$ cat src/jls_pkg.sv
// Purpose: shared constants for the link status and test block
// Assumes: 32-bit apb data, word-aligned registers
// Notes:   offsets are byte addresses
package jls_pkg;
  // ----------------------------------------------------------------
  // sizes
  // ----------------------------------------------------------------
  localparam int NUM_FRM  = 3;
  localparam int NUM_LANE = 4;
  localparam int LANE_W   = 16;
  localparam int NUM_DAC  = 8;
  localparam int FIFO_DEPTH = 32;
  localparam int STAT_W   = 8;
  // ----------------------------------------------------------------
  // register offsets
  // ----------------------------------------------------------------
  localparam logic [11:0] OFF_LINK_CTRL  = 12'h000;
  localparam logic [11:0] OFF_TEST_CFG   = 12'h004;
  localparam logic [11:0] OFF_INJECT     = 12'h008;
  localparam logic [11:0] OFF_STAT_SEL   = 12'h00c;
  localparam logic [11:0] OFF_STATUS     = 12'h010;
  localparam logic [11:0] OFF_PATTERN    = 12'h014;
  localparam logic [11:0] OFF_LINK_CFG   = 12'h018;
  localparam logic [11:0] OFF_LANE_MAP   = 12'h01c;
  localparam logic [11:0] OFF_PRBS_CTRL  = 12'h020;
  localparam logic [11:0] OFF_PRBS_ERR0  = 12'h024;
  localparam logic [11:0] OFF_PRBS_ERR1  = 12'h028;
  localparam logic [11:0] OFF_XBAR       = 12'h02c;
  localparam logic [11:0] OFF_LANE_OWNER = 12'h030;
  // ----------------------------------------------------------------
  // field positions
  // ----------------------------------------------------------------
  localparam int ST_SYNC = 3;
  localparam int ST_PERR = 2;
  localparam int ST_PEST = 1;
  localparam int ST_UNSUP = 0;
  localparam int EN_BIT  = 8;
  localparam int SRC_LSB = 12;
  localparam int PT_LSB  = 16;
  localparam int CFG_L_LSB = 8;
  localparam int SEL0_LSB = 4;
  localparam int SEL1_LSB = 6;
  // ----------------------------------------------------------------
  // reset values and fixed patterns
  // ----------------------------------------------------------------
  localparam logic [7:0]  LANE_MAP_RST = 8'he4;
  localparam logic [23:0] XBAR_RST     = 24'hfac688;
  localparam logic [31:0] LINK_CFG_RST = 32'h0000_0404;
  localparam logic [15:0] CHECKER_WORD = 16'haaaa;
  localparam logic [15:0] TOGGLE_WORD  = 16'hffff;
  localparam logic [30:0] LFSR_SEED    = 31'h7fffffff;
  // ----------------------------------------------------------------
  // test sources and insertion points
  // ----------------------------------------------------------------
  localparam logic [3:0] NORMAL_SAMPLE_SOURCE         = 4'h0;
  localparam logic [3:0] SRC_CHECKER                  = 4'h1;
  localparam logic [3:0] SRC_TOGGLE                   = 4'h2;
  localparam logic [3:0] SRC_PRBS31                   = 4'h3;
  localparam logic [3:0] SRC_PRBS23                   = 4'h4;
  localparam logic [3:0] SRC_PRBS15                   = 4'h5;
  localparam logic [3:0] SRC_PRBS9                    = 4'h6;
  localparam logic [3:0] SRC_PRBS7                    = 4'h7;
  localparam logic [3:0] SRC_RAMP                     = 4'h8;
  localparam logic [3:0] PROGRAMMED_PATTERN_REPEATING = 4'h9;
  localparam logic [3:0] PROGRAMMED_PATTERN_SINGLE    = 4'ha;
  localparam logic [1:0] INSERT_AT_FRAMER_INPUT       = 2'h0;
  localparam logic [1:0] INSERT_AT_SERIALIZER         = 2'h1;
  localparam logic [1:0] INSERT_AFTER_LANE_MAPPING    = 2'h2;
endpackage

$ cat src/jls_fifo.sv
// Purpose: lane word buffer with valid/ready on both sides
// Assumes: one clock, push and pop in the same cycle allowed
// Notes:   in_ready is registered
module jls_fifo #(
  parameter int WIDTH = 64,
  parameter int DEPTH = 32
) (
  input  wire logic             clk,
  input  wire logic             rst_n,
  input  wire logic             in_valid,
  output logic                  in_ready,
  input  wire logic [WIDTH-1:0] in_data,
  output logic                  out_valid,
  input  wire logic             out_ready,
  output logic      [WIDTH-1:0] out_data
);
  localparam int AW = $clog2(DEPTH);
  logic [WIDTH-1:0] mem [DEPTH];
  logic [AW-1:0]    wr_q;
  logic [AW-1:0]    rd_q;
  logic [AW:0]      cnt_q;
  logic [AW:0]      cnt_d;
  logic             push;
  logic             pop;

  assign push      = in_valid & in_ready;
  assign pop       = out_valid & out_ready;
  assign out_valid = (cnt_q != '0);
  assign out_data  = mem[rd_q];
  assign cnt_d     = cnt_q + {{AW{1'b0}}, push} - {{AW{1'b0}}, pop};

  always_ff @(posedge clk) begin
    if (push) begin
      mem[wr_q] <= in_data;
    end
  end

  always_ff @(posedge clk or negedge rst_n) begin
    if (!rst_n) begin
      wr_q     <= '0;
      rd_q     <= '0;
      cnt_q    <= '0;
      in_ready <= 1'b0;
    end else begin
      if (push) begin
        wr_q <= (wr_q == AW'(DEPTH - 1)) ? '0 : wr_q + 1'b1;
      end
      if (pop) begin
        rd_q <= (rd_q == AW'(DEPTH - 1)) ? '0 : rd_q + 1'b1;
      end
      cnt_q    <= cnt_d;
      in_ready <= (cnt_d != (AW+1)'(DEPTH));
    end
  end

  chk_fifo_no_overflow: assert property (@(posedge clk) disable iff (!rst_n)
    in_ready |-> cnt_q < (AW+1)'(DEPTH))
    else $error("fifo ready while full");
endmodule

$ cat src/jls_prbs_chk.sv
// Purpose: self-synchronising prbs7 checker with saturating error count
// Assumes: msb of each word is the earliest bit
// Notes:   first word only seeds the history
module jls_prbs_chk #(
  parameter int W  = 16,
  parameter int CW = 32
) (
  input  wire logic          clk,
  input  wire logic          rst_n,
  input  wire logic          restart,
  input  wire logic          enable,
  input  wire logic          valid,
  input  wire logic [W-1:0]  data,
  output logic      [CW-1:0] err_cnt
);
  logic [6:0]  hist_q;
  logic        seeded_q;
  logic [6:0]  hist_d;
  logic [5:0]  errs;
  logic [CW:0] sum;

  always_comb begin
    hist_d = hist_q;
    errs   = '0;
    for (int i = W - 1; i >= 0; i--) begin
      if ((hist_d[6] ^ hist_d[5]) != data[i]) begin
        errs = errs + 6'h01;
      end
      hist_d = {hist_d[5:0], data[i]};
    end
    sum = {1'b0, err_cnt} + (CW+1)'(errs);
  end

  always_ff @(posedge clk or negedge rst_n) begin
    if (!rst_n) begin
      hist_q   <= '0;
      seeded_q <= 1'b0;
      err_cnt  <= '0;
    end else if (restart) begin
      seeded_q <= 1'b0;
      err_cnt  <= '0;
    end else if (enable && valid) begin
      hist_q   <= hist_d;
      seeded_q <= 1'b1;
      if (seeded_q) begin
        err_cnt <= sum[CW] ? '1 : sum[CW-1:0];
      end
    end
  end

  chk_count_saturates: assert property (@(posedge clk) disable iff (!rst_n)
    (err_cnt == '1) && !restart |=> err_cnt == '1)
    else $error("error count wrapped");
endmodule

$ cat src/jls_top.sv
// Purpose: framer status/test logic and deframer lane path behind apb
// Assumes: lane and sample data come from logic on pclk
// Notes:   sync and sysref pins are synchronised
module jls_top #(
  parameter int LMFC_PERIOD = 32
) (
  input  wire logic         pclk,
  input  wire logic         presetn,
  input  wire logic         psel,
  input  wire logic         penable,
  input  wire logic         pwrite,
  input  wire logic [11:0]  paddr,
  input  wire logic [31:0]  pwdata,
  output logic              pready,
  output logic      [31:0]  prdata,
  output logic              pslverr,
  input  wire logic [2:0]   sync_request_input,
  input  wire logic         sysref_in,
  input  wire logic [191:0] adc_lane_data,
  output logic      [191:0] frm_lane_data,
  input  wire logic         lane_in_valid,
  output logic              lane_in_ready,
  input  wire logic [63:0]  lane_in_data,
  input  wire logic         dac_ready,
  output logic              dac_valid,
  output logic      [127:0] dac_data
);
  localparam int NF = jls_pkg::NUM_FRM;
  localparam int NL = jls_pkg::NUM_LANE;
  localparam int LW = jls_pkg::LANE_W;
  localparam int CW = $clog2(LMFC_PERIOD);

  // ------------------------------------------------------------------
  // helpers
  // ------------------------------------------------------------------
  function automatic logic [30:0] prbs_adv(input logic [30:0] s, input int n, input int k);
    logic [30:0] r;
    r = s;
    for (int i = 0; i < LW; i++) begin
      r = {r[29:0], r[n-1] ^ r[k-1]};
    end
    return r;
  endfunction

  function automatic logic [LW-1:0] lane_of(input logic [63:0] w, input logic [1:0] idx);
    return w[idx*LW +: LW];
  endfunction

  // ------------------------------------------------------------------
  // pin synchronisers
  // ------------------------------------------------------------------
  logic [3:0] pin_m_q;
  logic [3:0] pin_s_q;
  logic       sysref_d_q;
  logic [2:0] sync_s;
  logic       sysref_edge;

  always_ff @(posedge pclk or negedge presetn) begin
    if (!presetn) begin
      pin_m_q    <= '0;
      pin_s_q    <= '0;
      sysref_d_q <= 1'b0;
    end else begin
      pin_m_q    <= {sysref_in, sync_request_input};
      pin_s_q    <= pin_m_q;
      sysref_d_q <= pin_s_q[3];
    end
  end
  assign sync_s      = pin_s_q[2:0];
  assign sysref_edge = pin_s_q[3] & ~sysref_d_q;

  // ------------------------------------------------------------------
  // apb slave
  // ------------------------------------------------------------------
  logic        setup;
  logic        wr_acc;
  logic [31:0] rd_d;
  logic        hit_d;

  assign setup  = psel & ~penable;
  assign wr_acc = psel & penable & pready & pwrite & ~pslverr;

  logic [NF-1:0]      en_q;
  logic [NF-1:0]      test_en_q;
  logic [3:0]         src_q [NF];
  logic [1:0]         pt_q [NF];
  logic [NL-1:0]      inj_q [NF];
  logic [NF-1:0]      pest_q;
  logic [NF-1:0]      perr_q;
  logic [CW-1:0]      lmfc_q [NF];
  logic [1:0]         choice_q;
  logic [15:0]        pattern_q;
  logic [31:0]        cfg_q;
  logic [7:0]         lane_map_q;
  logic [7:0]         prbs_ctrl_q;
  logic [23:0]        xbar_q;
  logic [NL-1:0]      owner_q;
  logic [31:0]        err_cnt [2];
  logic               unsup;
  logic [7:0]         stat_w [NF];

  // m in 1,2,4,8 and l in 1,2,4
  always_comb begin
    unsup = 1'b1;
    if ((cfg_q[3:0] inside {4'h1, 4'h2, 4'h4, 4'h8}) &&
        (cfg_q[jls_pkg::CFG_L_LSB +: 3] inside {3'h1, 3'h2, 3'h4})) begin
      unsup = 1'b0;
    end
  end

  always_comb begin
    for (int f = 0; f < NF; f++) begin
      stat_w[f] = '0;
      stat_w[f][jls_pkg::ST_SYNC]  = sync_s[f];
      stat_w[f][jls_pkg::ST_PERR]  = perr_q[f];
      stat_w[f][jls_pkg::ST_PEST]  = pest_q[f];
      stat_w[f][jls_pkg::ST_UNSUP] = unsup;
    end
  end

  always_comb begin
    rd_d  = '0;
    hit_d = 1'b1;
    case (paddr)
      jls_pkg::OFF_LINK_CTRL:  rd_d = {29'h0, en_q};
      jls_pkg::OFF_TEST_CFG:   rd_d = {14'h0, pt_q[choice_q], src_q[choice_q], 3'h0, test_en_q[choice_q], 8'h0};
      jls_pkg::OFF_INJECT:     rd_d = {28'h0, inj_q[choice_q]};
      jls_pkg::OFF_STAT_SEL:   rd_d = {30'h0, choice_q};
      jls_pkg::OFF_STATUS:     rd_d = {24'h0, stat_w[choice_q]};
      jls_pkg::OFF_PATTERN:    rd_d = {16'h0, pattern_q};
      jls_pkg::OFF_LINK_CFG:   rd_d = cfg_q;
      jls_pkg::OFF_LANE_MAP:   rd_d = {24'h0, lane_map_q};
      jls_pkg::OFF_PRBS_CTRL:  rd_d = {24'h0, prbs_ctrl_q};
      jls_pkg::OFF_PRBS_ERR0:  rd_d = err_cnt[0];
      jls_pkg::OFF_PRBS_ERR1:  rd_d = err_cnt[1];
      jls_pkg::OFF_XBAR:       rd_d = {8'h0, xbar_q};
      jls_pkg::OFF_LANE_OWNER: rd_d = {28'h0, owner_q};
      default:                 hit_d = 1'b0;
    endcase
    if (choice_q == 2'h3) begin
      hit_d = hit_d & (paddr != jls_pkg::OFF_STATUS);
    end
  end

  always_ff @(posedge pclk or negedge presetn) begin
    if (!presetn) begin
      pready  <= 1'b0;
      pslverr <= 1'b0;
      prdata  <= '0;
    end else begin
      pready  <= setup;
      pslverr <= setup & ~hit_d;
      if (setup) begin
        prdata <= hit_d ? rd_d : '0;
      end
    end
  end

  // ------------------------------------------------------------------
  // control registers
  // ------------------------------------------------------------------
  always_ff @(posedge pclk or negedge presetn) begin
    if (!presetn) begin
      choice_q    <= '0;
      pattern_q   <= '0;
      cfg_q       <= jls_pkg::LINK_CFG_RST;
      lane_map_q  <= jls_pkg::LANE_MAP_RST;
      prbs_ctrl_q <= '0;
      xbar_q      <= jls_pkg::XBAR_RST;
      owner_q     <= '0;
    end else if (wr_acc) begin
      case (paddr)
        jls_pkg::OFF_STAT_SEL:   choice_q    <= pwdata[1:0];
        jls_pkg::OFF_PATTERN:    pattern_q   <= pwdata[15:0];
        jls_pkg::OFF_LINK_CFG:   cfg_q       <= pwdata;
        jls_pkg::OFF_LANE_MAP:   lane_map_q  <= pwdata[7:0];
        jls_pkg::OFF_PRBS_CTRL:  prbs_ctrl_q <= pwdata[7:0];
        jls_pkg::OFF_XBAR:       xbar_q      <= pwdata[23:0];
        jls_pkg::OFF_LANE_OWNER: owner_q     <= pwdata[NL-1:0];
        default:                 ;
      endcase
    end
  end

  // ------------------------------------------------------------------
  // framer state: enable, test config, sysref phase
  // ------------------------------------------------------------------
  logic [NL-1:0] inj_used;

  always_ff @(posedge pclk or negedge presetn) begin
    if (!presetn) begin
      en_q      <= '0;
      test_en_q <= '0;
      pest_q    <= '0;
      perr_q    <= '0;
      for (int f = 0; f < NF; f++) begin
        src_q[f]  <= jls_pkg::NORMAL_SAMPLE_SOURCE;
        pt_q[f]   <= jls_pkg::INSERT_AT_FRAMER_INPUT;
        inj_q[f]  <= '0;
        lmfc_q[f] <= '0;
      end
    end else begin
      for (int f = 0; f < NF; f++) begin
        if (wr_acc && paddr == jls_pkg::OFF_LINK_CTRL && pwdata[f]) begin
          en_q[f] <= pwdata[jls_pkg::EN_BIT];
        end
        if (wr_acc && paddr == jls_pkg::OFF_TEST_CFG && pwdata[f]) begin
          test_en_q[f] <= pwdata[jls_pkg::EN_BIT];
          src_q[f]     <= pwdata[jls_pkg::SRC_LSB +: 4];
          pt_q[f]      <= pwdata[jls_pkg::PT_LSB +: 2];
        end
        if (wr_acc && paddr == jls_pkg::OFF_INJECT && pwdata[9:8] == 2'(f) && test_en_q[f]) begin
          inj_q[f] <= pwdata[NL-1:0];
        end else if (inj_q[f] != '0) begin
          inj_q[f] <= '0;
        end
        lmfc_q[f] <= (lmfc_q[f] == CW'(LMFC_PERIOD - 1)) ? '0 : lmfc_q[f] + 1'b1;
        if (!en_q[f]) begin
          pest_q[f] <= 1'b0;
          perr_q[f] <= 1'b0;
        end else if (sysref_edge) begin
          if (!pest_q[f]) begin
            pest_q[f] <= 1'b1;
            lmfc_q[f] <= CW'(1);
          end else if (lmfc_q[f] != '0) begin
            perr_q[f] <= 1'b1;
          end
        end
      end
    end
  end
  assign inj_used = inj_q[0];

  chk_phase_err_sticky: assert property (@(posedge pclk) disable iff (!presetn)
    perr_q[0] && en_q[0] |=> perr_q[0])
    else $error("phase error dropped while enabled");
  chk_error_needs_phase: assert property (@(posedge pclk) disable iff (!presetn)
    $rose(perr_q[0]) |-> $past(pest_q[0]) && $past(sysref_edge))
    else $error("phase error without established phase");
  chk_disable_clears: assert property (@(posedge pclk) disable iff (!presetn)
    wr_acc && paddr == jls_pkg::OFF_LINK_CTRL && pwdata[0] && !pwdata[jls_pkg::EN_BIT]
    |=> !en_q[0] ##1 !pest_q[0] && !perr_q[0])
    else $error("framer not disabled");
  chk_inject_in_test: assert property (@(posedge pclk) disable iff (!presetn)
    inj_used != '0 |-> test_en_q[0])
    else $error("injection outside test mode");

  // ------------------------------------------------------------------
  // test pattern generators and framer lane output
  // ------------------------------------------------------------------
  logic [30:0]   lfsr_q [NF];
  logic [LW-1:0] ramp_q [NF];
  logic [NF-1:0] tog_q;
  logic [NF-1:0] once_q;
  logic [LW-1:0] tw [NF];
  logic [30:0]   lf_next [NF];

  always_comb begin
    for (int f = 0; f < NF; f++) begin
      case (src_q[f])
        jls_pkg::SRC_PRBS31: lf_next[f] = prbs_adv(lfsr_q[f], 31, 28);
        jls_pkg::SRC_PRBS23: lf_next[f] = prbs_adv(lfsr_q[f], 23, 18);
        jls_pkg::SRC_PRBS15: lf_next[f] = prbs_adv(lfsr_q[f], 15, 14);
        jls_pkg::SRC_PRBS9:  lf_next[f] = prbs_adv(lfsr_q[f], 9, 5);
        default:             lf_next[f] = prbs_adv(lfsr_q[f], 7, 6);
      endcase
      case (src_q[f])
        jls_pkg::SRC_CHECKER:                  tw[f] = jls_pkg::CHECKER_WORD;
        jls_pkg::SRC_TOGGLE:                   tw[f] = tog_q[f] ? jls_pkg::TOGGLE_WORD : '0;
        jls_pkg::SRC_RAMP:                     tw[f] = ramp_q[f];
        jls_pkg::PROGRAMMED_PATTERN_REPEATING: tw[f] = pattern_q;
        jls_pkg::PROGRAMMED_PATTERN_SINGLE:    tw[f] = once_q[f] ? '0 : pattern_q;
        default:                               tw[f] = lf_next[f][LW-1:0];
      endcase
    end
  end

  always_ff @(posedge pclk or negedge presetn) begin
    if (!presetn) begin
      tog_q  <= '0;
      once_q <= '0;
      for (int f = 0; f < NF; f++) begin
        lfsr_q[f] <= jls_pkg::LFSR_SEED;
        ramp_q[f] <= '0;
      end
    end else begin
      for (int f = 0; f < NF; f++) begin
        if (test_en_q[f] && en_q[f]) begin
          lfsr_q[f] <= lf_next[f];
          ramp_q[f] <= ramp_q[f] + 1'b1;
          tog_q[f]  <= ~tog_q[f];
          once_q[f] <= 1'b1;
        end else begin
          lfsr_q[f] <= jls_pkg::LFSR_SEED;
          ramp_q[f] <= '0;
          tog_q[f]  <= 1'b0;
          once_q[f] <= 1'b0;
        end
      end
    end
  end

  always_ff @(posedge pclk or negedge presetn) begin
    if (!presetn) begin
      frm_lane_data <= '0;
    end else begin
      for (int f = 0; f < NF; f++) begin
        for (int j = 0; j < NL; j++) begin
          logic [63:0]   smp;
          logic [LW-1:0] w;
          smp = adc_lane_data[f*64 +: 64];
          w   = lane_of(smp, lane_map_q[j*2 +: 2]);
          if (test_en_q[f] && src_q[f] != jls_pkg::NORMAL_SAMPLE_SOURCE) begin
            w = tw[f];
            if (inj_q[f][j]) begin
              w = ~w;
            end
          end
          frm_lane_data[(f*NL+j)*LW +: LW] <= en_q[f] ? w : '0;
        end
      end
    end
  end

  chk_checker_on_lanes: assert property (@(posedge pclk) disable iff (!presetn)
    en_q[0] && test_en_q[0] && src_q[0] == jls_pkg::SRC_CHECKER && inj_q[0] == '0
    |=> frm_lane_data[LW-1:0] == jls_pkg::CHECKER_WORD)
    else $error("test word not on lane");
  chk_status_layout: assert property (@(posedge pclk) disable iff (!presetn)
    setup && paddr == jls_pkg::OFF_STATUS && choice_q == 2'h1
    |=> prdata[31:4] == '0 && prdata[jls_pkg::ST_SYNC] == $past(sync_s[1]))
    else $error("status word layout wrong");

  // ------------------------------------------------------------------
  // deframer: lane buffer, sample crossbar, prbs check
  // ------------------------------------------------------------------
  logic        fifo_valid;
  logic [63:0] fifo_data;
  logic        pop;
  logic [LW-1:0] stream [jls_pkg::NUM_DAC];
  logic        restart;

  jls_fifo #(
    .WIDTH (64),
    .DEPTH (jls_pkg::FIFO_DEPTH)
  ) u_fifo (
    .clk       (pclk),
    .rst_n     (presetn),
    .in_valid  (lane_in_valid),
    .in_ready  (lane_in_ready),
    .in_data   (lane_in_data),
    .out_valid (fifo_valid),
    .out_ready (dac_ready),
    .out_data  (fifo_data)
  );
  assign pop = fifo_valid & dac_ready;

  always_comb begin
    for (int i = 0; i < NL; i++) begin
      stream[i]      = owner_q[i] ? '0 : fifo_data[i*LW +: LW];
      stream[i + NL] = owner_q[i] ? fifo_data[i*LW +: LW] : '0;
    end
  end

  always_ff @(posedge pclk or negedge presetn) begin
    if (!presetn) begin
      dac_valid <= 1'b0;
      dac_data  <= '0;
    end else begin
      dac_valid <= pop;
      if (pop) begin
        for (int d = 0; d < jls_pkg::NUM_DAC; d++) begin
          dac_data[d*LW +: LW] <= stream[xbar_q[d*3 +: 3]];
        end
      end
    end
  end

  chk_xbar_route: assert property (@(posedge pclk) disable iff (!presetn)
    pop && xbar_q[2:0] == 3'h5 && owner_q[1] |=> dac_data[LW-1:0] == $past(fifo_data[2*LW-1:LW]))
    else $error("crossbar routed wrong stream");

  assign restart = wr_acc && paddr == jls_pkg::OFF_PRBS_CTRL;

  for (genvar d = 0; d < 2; d++) begin : g_chk
    logic [1:0] sel;
    assign sel = prbs_ctrl_q[(d == 0 ? jls_pkg::SEL0_LSB : jls_pkg::SEL1_LSB) +: 2];
    jls_prbs_chk #(
      .W  (LW),
      .CW (32)
    ) u_chk (
      .clk     (pclk),
      .rst_n   (presetn),
      .restart (restart),
      .enable  (prbs_ctrl_q[d]),
      .valid   (pop && owner_q[sel] == 1'(d)),
      .data    (lane_of(fifo_data, sel)),
      .err_cnt (err_cnt[d])
    );
  end
endmodule

$ cat config.mk
export PLATFORM = sky130hd
export DESIGN_NAME = jls_top
export DESIGN_NICKNAME = d
export VERILOG_FILES = /design/src/jls_pkg.sv /design/src/jls_fifo.sv /design/src/jls_prbs_chk.sv /design/src/jls_top.sv
export SDC_FILE = /design/constraint.sdc
export NUM_CORES = 2
export LEC_CHECK = 0
export ABC_AREA = 0
export BUFFER_PORTS_ARGS = -buffer_cell sky130_fd_sc_hd__buf_2
export CORE_MARGIN = 8
export CORE_UTILIZATION = 40
export DETAILED_ROUTE_END_ITERATION = 12
export PLACE_DENSITY = 0.61
export SYNTH_ARGS = -nofsm -noshare
export SYNTH_HDL_FRONTEND = slang
export SYNTH_SLANG_ARGS = --single-unit
$ cat constraint.sdc
create_clock -name pclk -period 36.6 [get_ports pclk]
set_clock_uncertainty 0.1 [all_clocks]
set_input_delay 5.49 -clock pclk [delete_from_list [all_inputs] [get_ports pclk]]
set_output_delay 5.49 -clock pclk [all_outputs]
set_load 0.01 [all_outputs]
# After elaboration in Yosys (flattened, before gate mapping)

Memory sizes are Yosys's and may differ from the RTL's.
Index checks and enable logic that the tools add are counted.

Reduce and logical (&&, ||, !) cells: 63
Muxes and demuxes: 197
Equality and inequality tests: 97
Magnitude comparators: 12
Bitwise logic cells: 285
Shift operators: 14
$add $sub $neg: 42

Operators by type and width:

| cell                  | number |
|---|---|
| $mux 16               | 69 |
| $shiftx 64x7->16      | 14 |
| $pmux 32 s13          | 1 |
| $bmux 16 s3           | 8 |
| $mux 32               | 9 |
| $xor 1x1->1           | 254 |
| $pmux 16 s5           | 3 |
| $pmux 16 s4           | 3 |
| $mux 6                | 30 |
| $add 6x1->6 const B   | 28 |
| $mux 31               | 3 |
| $mux 5                | 14 |
| $add 32x6->33         | 2 |
| $eq 12x6->1 const B   | 5 |
| $add 16x1->16 const B | 3 |
| $eq 12x5->1 const B   | 4 |
| $not 16->16           | 3 |
| $eq 4x3->1 const B    | 10 |
| $eq 4x4->1 const B    | 10 |
| $mux 4                | 10 |
| $mux 1                | 36 |
| $ge 4x4->1 const B    | 8 |
| $ne 1x1->1            | 32 |
| $not 3->4             | 8 |
| 40 further kinds      | 143 |

Bits in writable memories: 2048
Input port bits: 311
Flip-flop bits (word level): 759
Logic and storage cells: 769
Memories kept: 1
Output and inout bits: 356

Memories:

| name       | words | width | read ports | clocked after Yosys merged registers in | wr ports | line           | source |
|---|---|---|---|---|---|---|---|
| u_fifo.mem | 32    | 64    | 1          | 0                                       | 1        | jls_fifo.sv:18 | `logic [WIDTH-1:0] mem [DEPTH];` |

# Longest topological paths before layout

An unclocked memory read counts as a cell.

Depth after elaboration: 39
Mapped depth: 74
Depth with buffers taken out: 65

# Hierarchy

Synthesis repeated with hierarchy kept, for this count alone.

Cells, all modules: 9215
Area total of the unflattened synthesis: 135770.2 sq um

By module, submodules not included:

| module       | instances | sequential area each (sq um) | cells an instance | area an instance (sq um) |
|---|---|---|---|---|
| jls_fifo     | 1         | 61924.4                      | 3759              | 78805.6 |
| jls_top      | 1         | 16704.8                      | 4296              | 47398.0 |
| jls_prbs_chk | 2         | 1001.0                       | 580               | 4783.3 |

# Worst setup path before layout

Ideal clock, no wire load.

Path type: register to register
Start: reg u_fifo.rd_q[0]
End: reg g_chk[0].u_chk.err_cnt[22]
Setup slack: 23.325 ns
Required time: 36.379 ns
Data arrival time: 13.054 ns
Library setup time: 0.121 ns
Buffers on the path: 8
Stages on the path, launching flop included: 67
Path through: dfrtp_1 buf_6 buf_12 buf_8 buf_8 buf_6 clkbuf_4 mux4_2 a211oi_2 nor3_1 mux4_2 xor2_1 ha_1 clkbuf_1 xnor3_1 ha_1 mux2_2 xnor2_1 [... 31 more ...] xnor2_1 ha_1 inv_1 o21bai_1 a21oi_1 nor2_1 and3_1 and3_1 and3_1 and3_1 and3_1 and3_1 and3_1 and3_1 nand2_1 clkbuf_1 o21ai_0 a22o_1

Word-level cells in the longest chain between the ends: 39
Elaborated cells on any way between the ends: 64

Ends and longest elaborated chain:

| item                   | line               | source |
|---|---|---|
| from (decl)            | jls_fifo.sv:20     | `logic [AW-1:0] rd_q;` |
| from (signal assigned) | jls_fifo.sv:49     | `rd_q <= (rd_q == AW'(DEPTH - 1)) ? '0 : rd_q + 1'b1;` |
| $mem_v2 32x64 (*)      | n/a                |  |
| $shiftx 64x7->16 (*)   | jls_top.sv:46      | `return w[idx*LW +: LW];` |
| $ne 1x1->1             | jls_prbs_chk.sv:26 | `if ((hist_d[6] ^ hist_d[5]) != data[i]) begin` |
| $mux 1                 | jls_prbs_chk.sv:26 |  |
| $add 1x1->2            | jls_prbs_chk.sv:27 | `errs = errs + 6'h01;` |
| $mux 6                 | jls_prbs_chk.sv:26 |  |
| $add 6x1->6            | jls_prbs_chk.sv:27 |  |
| $mux 6                 | jls_prbs_chk.sv:26 |  |
| [... 23 more ...]      | n/a                |  |
| $mux 6                 | jls_prbs_chk.sv:26 |  |
| $add 6x1->6            | jls_prbs_chk.sv:27 |  |
| $mux 6 (*)             | jls_prbs_chk.sv:26 |  |
| $add 32x6->33 (*)      | jls_prbs_chk.sv:31 | `sum = {1'b0, err_cnt} + (CW+1)'(errs);` |
| $mux 32 (*)            | jls_prbs_chk.sv:46 | `err_cnt <= sum[CW] ? '1 : sum[CW-1:0];` |
| $mux 32 (*)            | jls_prbs_chk.sv:45 | `if (seeded_q) begin` |
| $mux 32 (*)            | jls_prbs_chk.sv:42 | `end else if (enable && valid) begin` |
| $mux 32 (*)            | jls_prbs_chk.sv:39 | `end else if (restart) begin` |
| to (signal assigned)   | jls_prbs_chk.sv:46 |  |
| to (decl)              | jls_prbs_chk.sv:14 | `output logic [CW-1:0] err_cnt` |

Every way passes the cells marked *; elsewhere a longest branch is shown, timed or not. The select of a mux whose other input is x is not followed.
A chain may end at the register's enable or synchronous reset.

# Worst setup path in the final report

Start: reg u_fifo.rd_q[1]
End: reg g_chk[0].u_chk.err_cnt[11]

The elaborated chain is that of the path after synthesis.

==> results.sh <==
export IMPL_tightest_slew_ns=1.368
export IMPL_setup_tns_ns=0
export IMPL_cp_arrival_ns=17.48
export IMPL_root_buffer="clkbuf_16"
export IMPL_fill_cells=29072
export IMPL_yosysWarnings=0
export IMPL_multi_input_area_um2=50890
export IMPL_synth_main_ff_cell="edfxtp_1"
export IMPL_via_count=85756
export IMPL_clock_path_buffers=4
export IMPL_dr_pass1_iters=6
export IMPL_h_tree_depth=5
export IMPL_clock_sinks=2807
export IMPL_die_h_um=596.3
export IMPL_status="completed"
export IMPL_cp_common_cell="ha_1"
export IMPL_grt_start_max_net_pins=248
export IMPL_boundaryPins=667
export IMPL_synth_distinct_cells=115
export IMPL_avgViaCountPerCell=6.105
export IMPL_ys_seq_area_frac=0.5986
export IMPL_drt_total_wl_mm=455.4
export IMPL_place_congestion=0.9243
export IMPL_dr_wl_met2_mm=217.1
export IMPL_wl_per_cell_um=32.42
export IMPL_yosysTopAreaCellShare=0.4566
export IMPL_maxCapViolCount=0
export IMPL_hpwlAfterDp_mm=294.1
export IMPL_grt_pass1_wl_mm=643.2
export IMPL_dr_first_iter_drc_count=9851
export IMPL_numCtsBuffers=305
export IMPL_final_hold_viol_count=0
export IMPL_gr_total_overflow=0
export IMPL_die_area_um2=355600
export IMPL_wl_met3_mm=37.43
export IMPL_rows=213
export IMPL_critPathMaxFanout=50
export IMPL_synthCells=8809
export IMPL_cts_hold_buf=0
export IMPL_grt_pass1_vias=85249
export IMPL_critPathMaxStageDelay_ns=0.81
export IMPL_post_cts_buffers=0
export IMPL_synth_edf_count=2048
export IMPL_finalSetupViolCount=0
export IMPL_antenna_found_initial=95
export IMPL_syn_num_nets=9192
export IMPL_crit_path_end_kind="flip-flop"
export IMPL_die_w_um=596.3
export IMPL_post_route_drc_count=0
export IMPL_coreArea_um2=335800
export IMPL_initial_utilization=0.4011
export IMPL_syn_to_final_growth_pct=13.15
export IMPL_rsz0062_at_grt="false"
export IMPL_synth_async_sr_flop_share=0.2704
export IMPL_m1WireLength_mm=172.4
export IMPL_period_minus_slack_ns=16.85
export IMPL_cts_resized=0
export IMPL_highest_layer="met5"
export IMPL_hold_class="flip-flop to flip-flop"
export IMPL_yosysTopAreaCell="edfxtp_1"
export IMPL_seqCellArea_um2=80680
export IMPL_slew_headroom=0.08100
export IMPL_slew_violations=0
export IMPL_max_freq_mhz=59.36
export IMPL_start_kind="flip-flop"
export IMPL_drive_above_1_share=0.2716
export IMPL_cts_tree="yes"
export IMPL_ys_ff_latch=2807
export IMPL_ant_nets=0
export IMPL_finalCritPeriodShare=0.4603
export IMPL_syn_area_um2=134700
export IMPL_criticalPathCategory="flip-flop to flip-flop"
export IMPL_grt_util_all_layers=0.2474
export IMPL_io_buffers=666
export IMPL_insertion_delay_ns=0.93
export IMPL_cts_clk_slew_worst_paths_ns=0.06
export IMPL_nets=9738
export IMPL_synth_area_leaders="edfxtp_1 (46%), mux4_2 (14%), dfrtp_1 (12%), mux2i_1 (3.4%), dfstp_2 (2.2%)"
export IMPL_avgSynthCellArea_um2=15.29
export IMPL_required_ns=37.23
export IMPL_rrSetupSlack_ns=19.75
export IMPL_slowest_stage="dfrtp_4"
[final cells by class]
cell class                 instances  area share
clock inverter                   140    0.009170
clock buffer                     399     0.05418
tap                             4407     0.03618
antenna                           52   0.0008538
sequential                      2807      0.5294
timing repair buffer             888     0.03336
inverter                         120    0.002955
multi-input combinational       5233      0.3339
[metal layers]
layer / GRT usage / up-vias
li1: - / 35623
met1: 0.3125 / 44692
met2: 0.4052 / 4342
met3: 0.04918 / 1049
met4: 0.1297 / 50
met5: 0 / -
[kinds of logic after synthesis]
family                     count (synthesis)  share of synthesized area
AOI/OAI and AO/OA                       1410                    0.07694
xor gates and xnor gates                 605                    0.04351
adders and majority gates                 73                   0.006930
buffers and inverters                    769                    0.02718
DFF                                     2807                     0.5986
muxes                                   1439                     0.1889
and+or+nand+nor                         1706                    0.05795
[per-stage QoR]
stage	setup WS [ns]	utilization	hold slack, ns	cell area (um2)	instances
2_1_floorplan	23.33	-	0.2312	134700	8809
3_3_place_gp	19.87	0.4247	0.2351	142600	13455
3_5_place_dp	19.90	0.4247	0.2410	142600	13455
4_1_cts	19.78	0.4535	0.2496	152300	13994
5_1_grt	18.50	0.4537	0.2530	152400	14023
6_report	19.75	0.4539	0.2430	152400	14046
[cell usage after synthesis (all sizes together) (11+ instances only)]
master   count
a221oi      22
nor3        68
nand4       16
a22oi      189
nor4        34
nand2b      79
or3         15
o21a        12
o21ai      275
a21oi      194
dfstp      111
and2        53
nor3b       14
o221ai      37
clkbuf     406
nand2      679
mux2       115
nand3b      12
and3        58
a2111oi     19
a31oi       45
a211oi      60
a22o        71
xnor3       16
xor2       293
or2         22
o22ai       99
xnor2      292
ha          69
a21o        15
nor2       470
nand3       95
buf        242
o211a      194
a32o        24
dfrtp      648
o31ai       11
a222oi      24
edfxtp    2048
a221o       15
nor2b       57
inv        119
mux2i      455
a311oi      14
mux4       869
[critical path, delay by kind of cell, from the launching register on]
family,cells,cell delay [ns]
and+or+nand+nor,20,3.77
DFF,1,0.81
muxes,5,1.79
AOI/OAI and AO/OA,13,2.95
buffers and inverters,6,2.48
adders and majority gates,10,3.02
xor gates and xnor gates,7,1.65
[registers in the layout, indices dropped and copies added, names as in the netlist, 6 cells and up]
name and count:
g_chk.u_chk.err_cnt 64, g_chk.u_chk.hist_q 14, lfsr_q 93, u_fifo.cnt_q 6, pattern_q 16, inj_q 8, pt_q 6, prbs_ctrl_q 8
xbar_q 24, cfg_q 32, src_q 12, dac_data 128, lane_map_q 8, ramp_q 48, u_fifo.mem 2048, frm_lane_data 192
lmfc_q 15, prdata 32
[layout by cell type, fill, tap and decap left out, types with 45 or more instances in the layout]
cell type	count
a211oi_1	53
a21oi_1	188
a22o_1	71
a22oi_1	189
a31oi_1	45
and2_1	48
and3_1	58
buf_2	665
buf_4	216
clkbuf_1	74
clkbuf_16	312
clkinv_1	51
dfrtp_1	629
dfstp_2	109
diode_2	52
edfxtp_1	2048
ha_1	69
inv_1	109
mux2_2	115
mux2i_1	447
mux4_2	864
nand2_1	678
nand2b_1	79
nand3_1	94
nor2_1	428
nor2b_1	52
nor3_1	64
o211a_1	194
o21ai_0	269
o22ai_1	97
xnor2_1	275
xor2_1	283
[final timing paths]
path | to | startpoint | cells after the start
worst max-delay path | g_chk[0].u_chk.err_cnt[11]$_DFFE_PN0P_ | u_fifo.rd_q[1]$_DFFE_PN0P_ | 61
worst min-delay path | pin_s_q[2]$_DFF_PN0_ | pin_m_q[2]$_DFF_PN0_ | 0
worst max register to register | g_chk[0].u_chk.err_cnt[11]$_DFFE_PN0P_ | u_fifo.rd_q[1]$_DFFE_PN0P_ | 61
worst min register to register | pin_s_q[2]$_DFF_PN0_ | pin_m_q[2]$_DFF_PN0_ | 0
max in group asynchronous | u_fifo.rd_q[1]$_DFFE_PN0P_ | presetn | 4
min in group asynchronous | frm_lane_data[26]$_DFF_PN0_ | presetn | 1
Power is not shown: default switching activity piles up to over one toggle a cycle in this logic, so the estimate is an artifact.
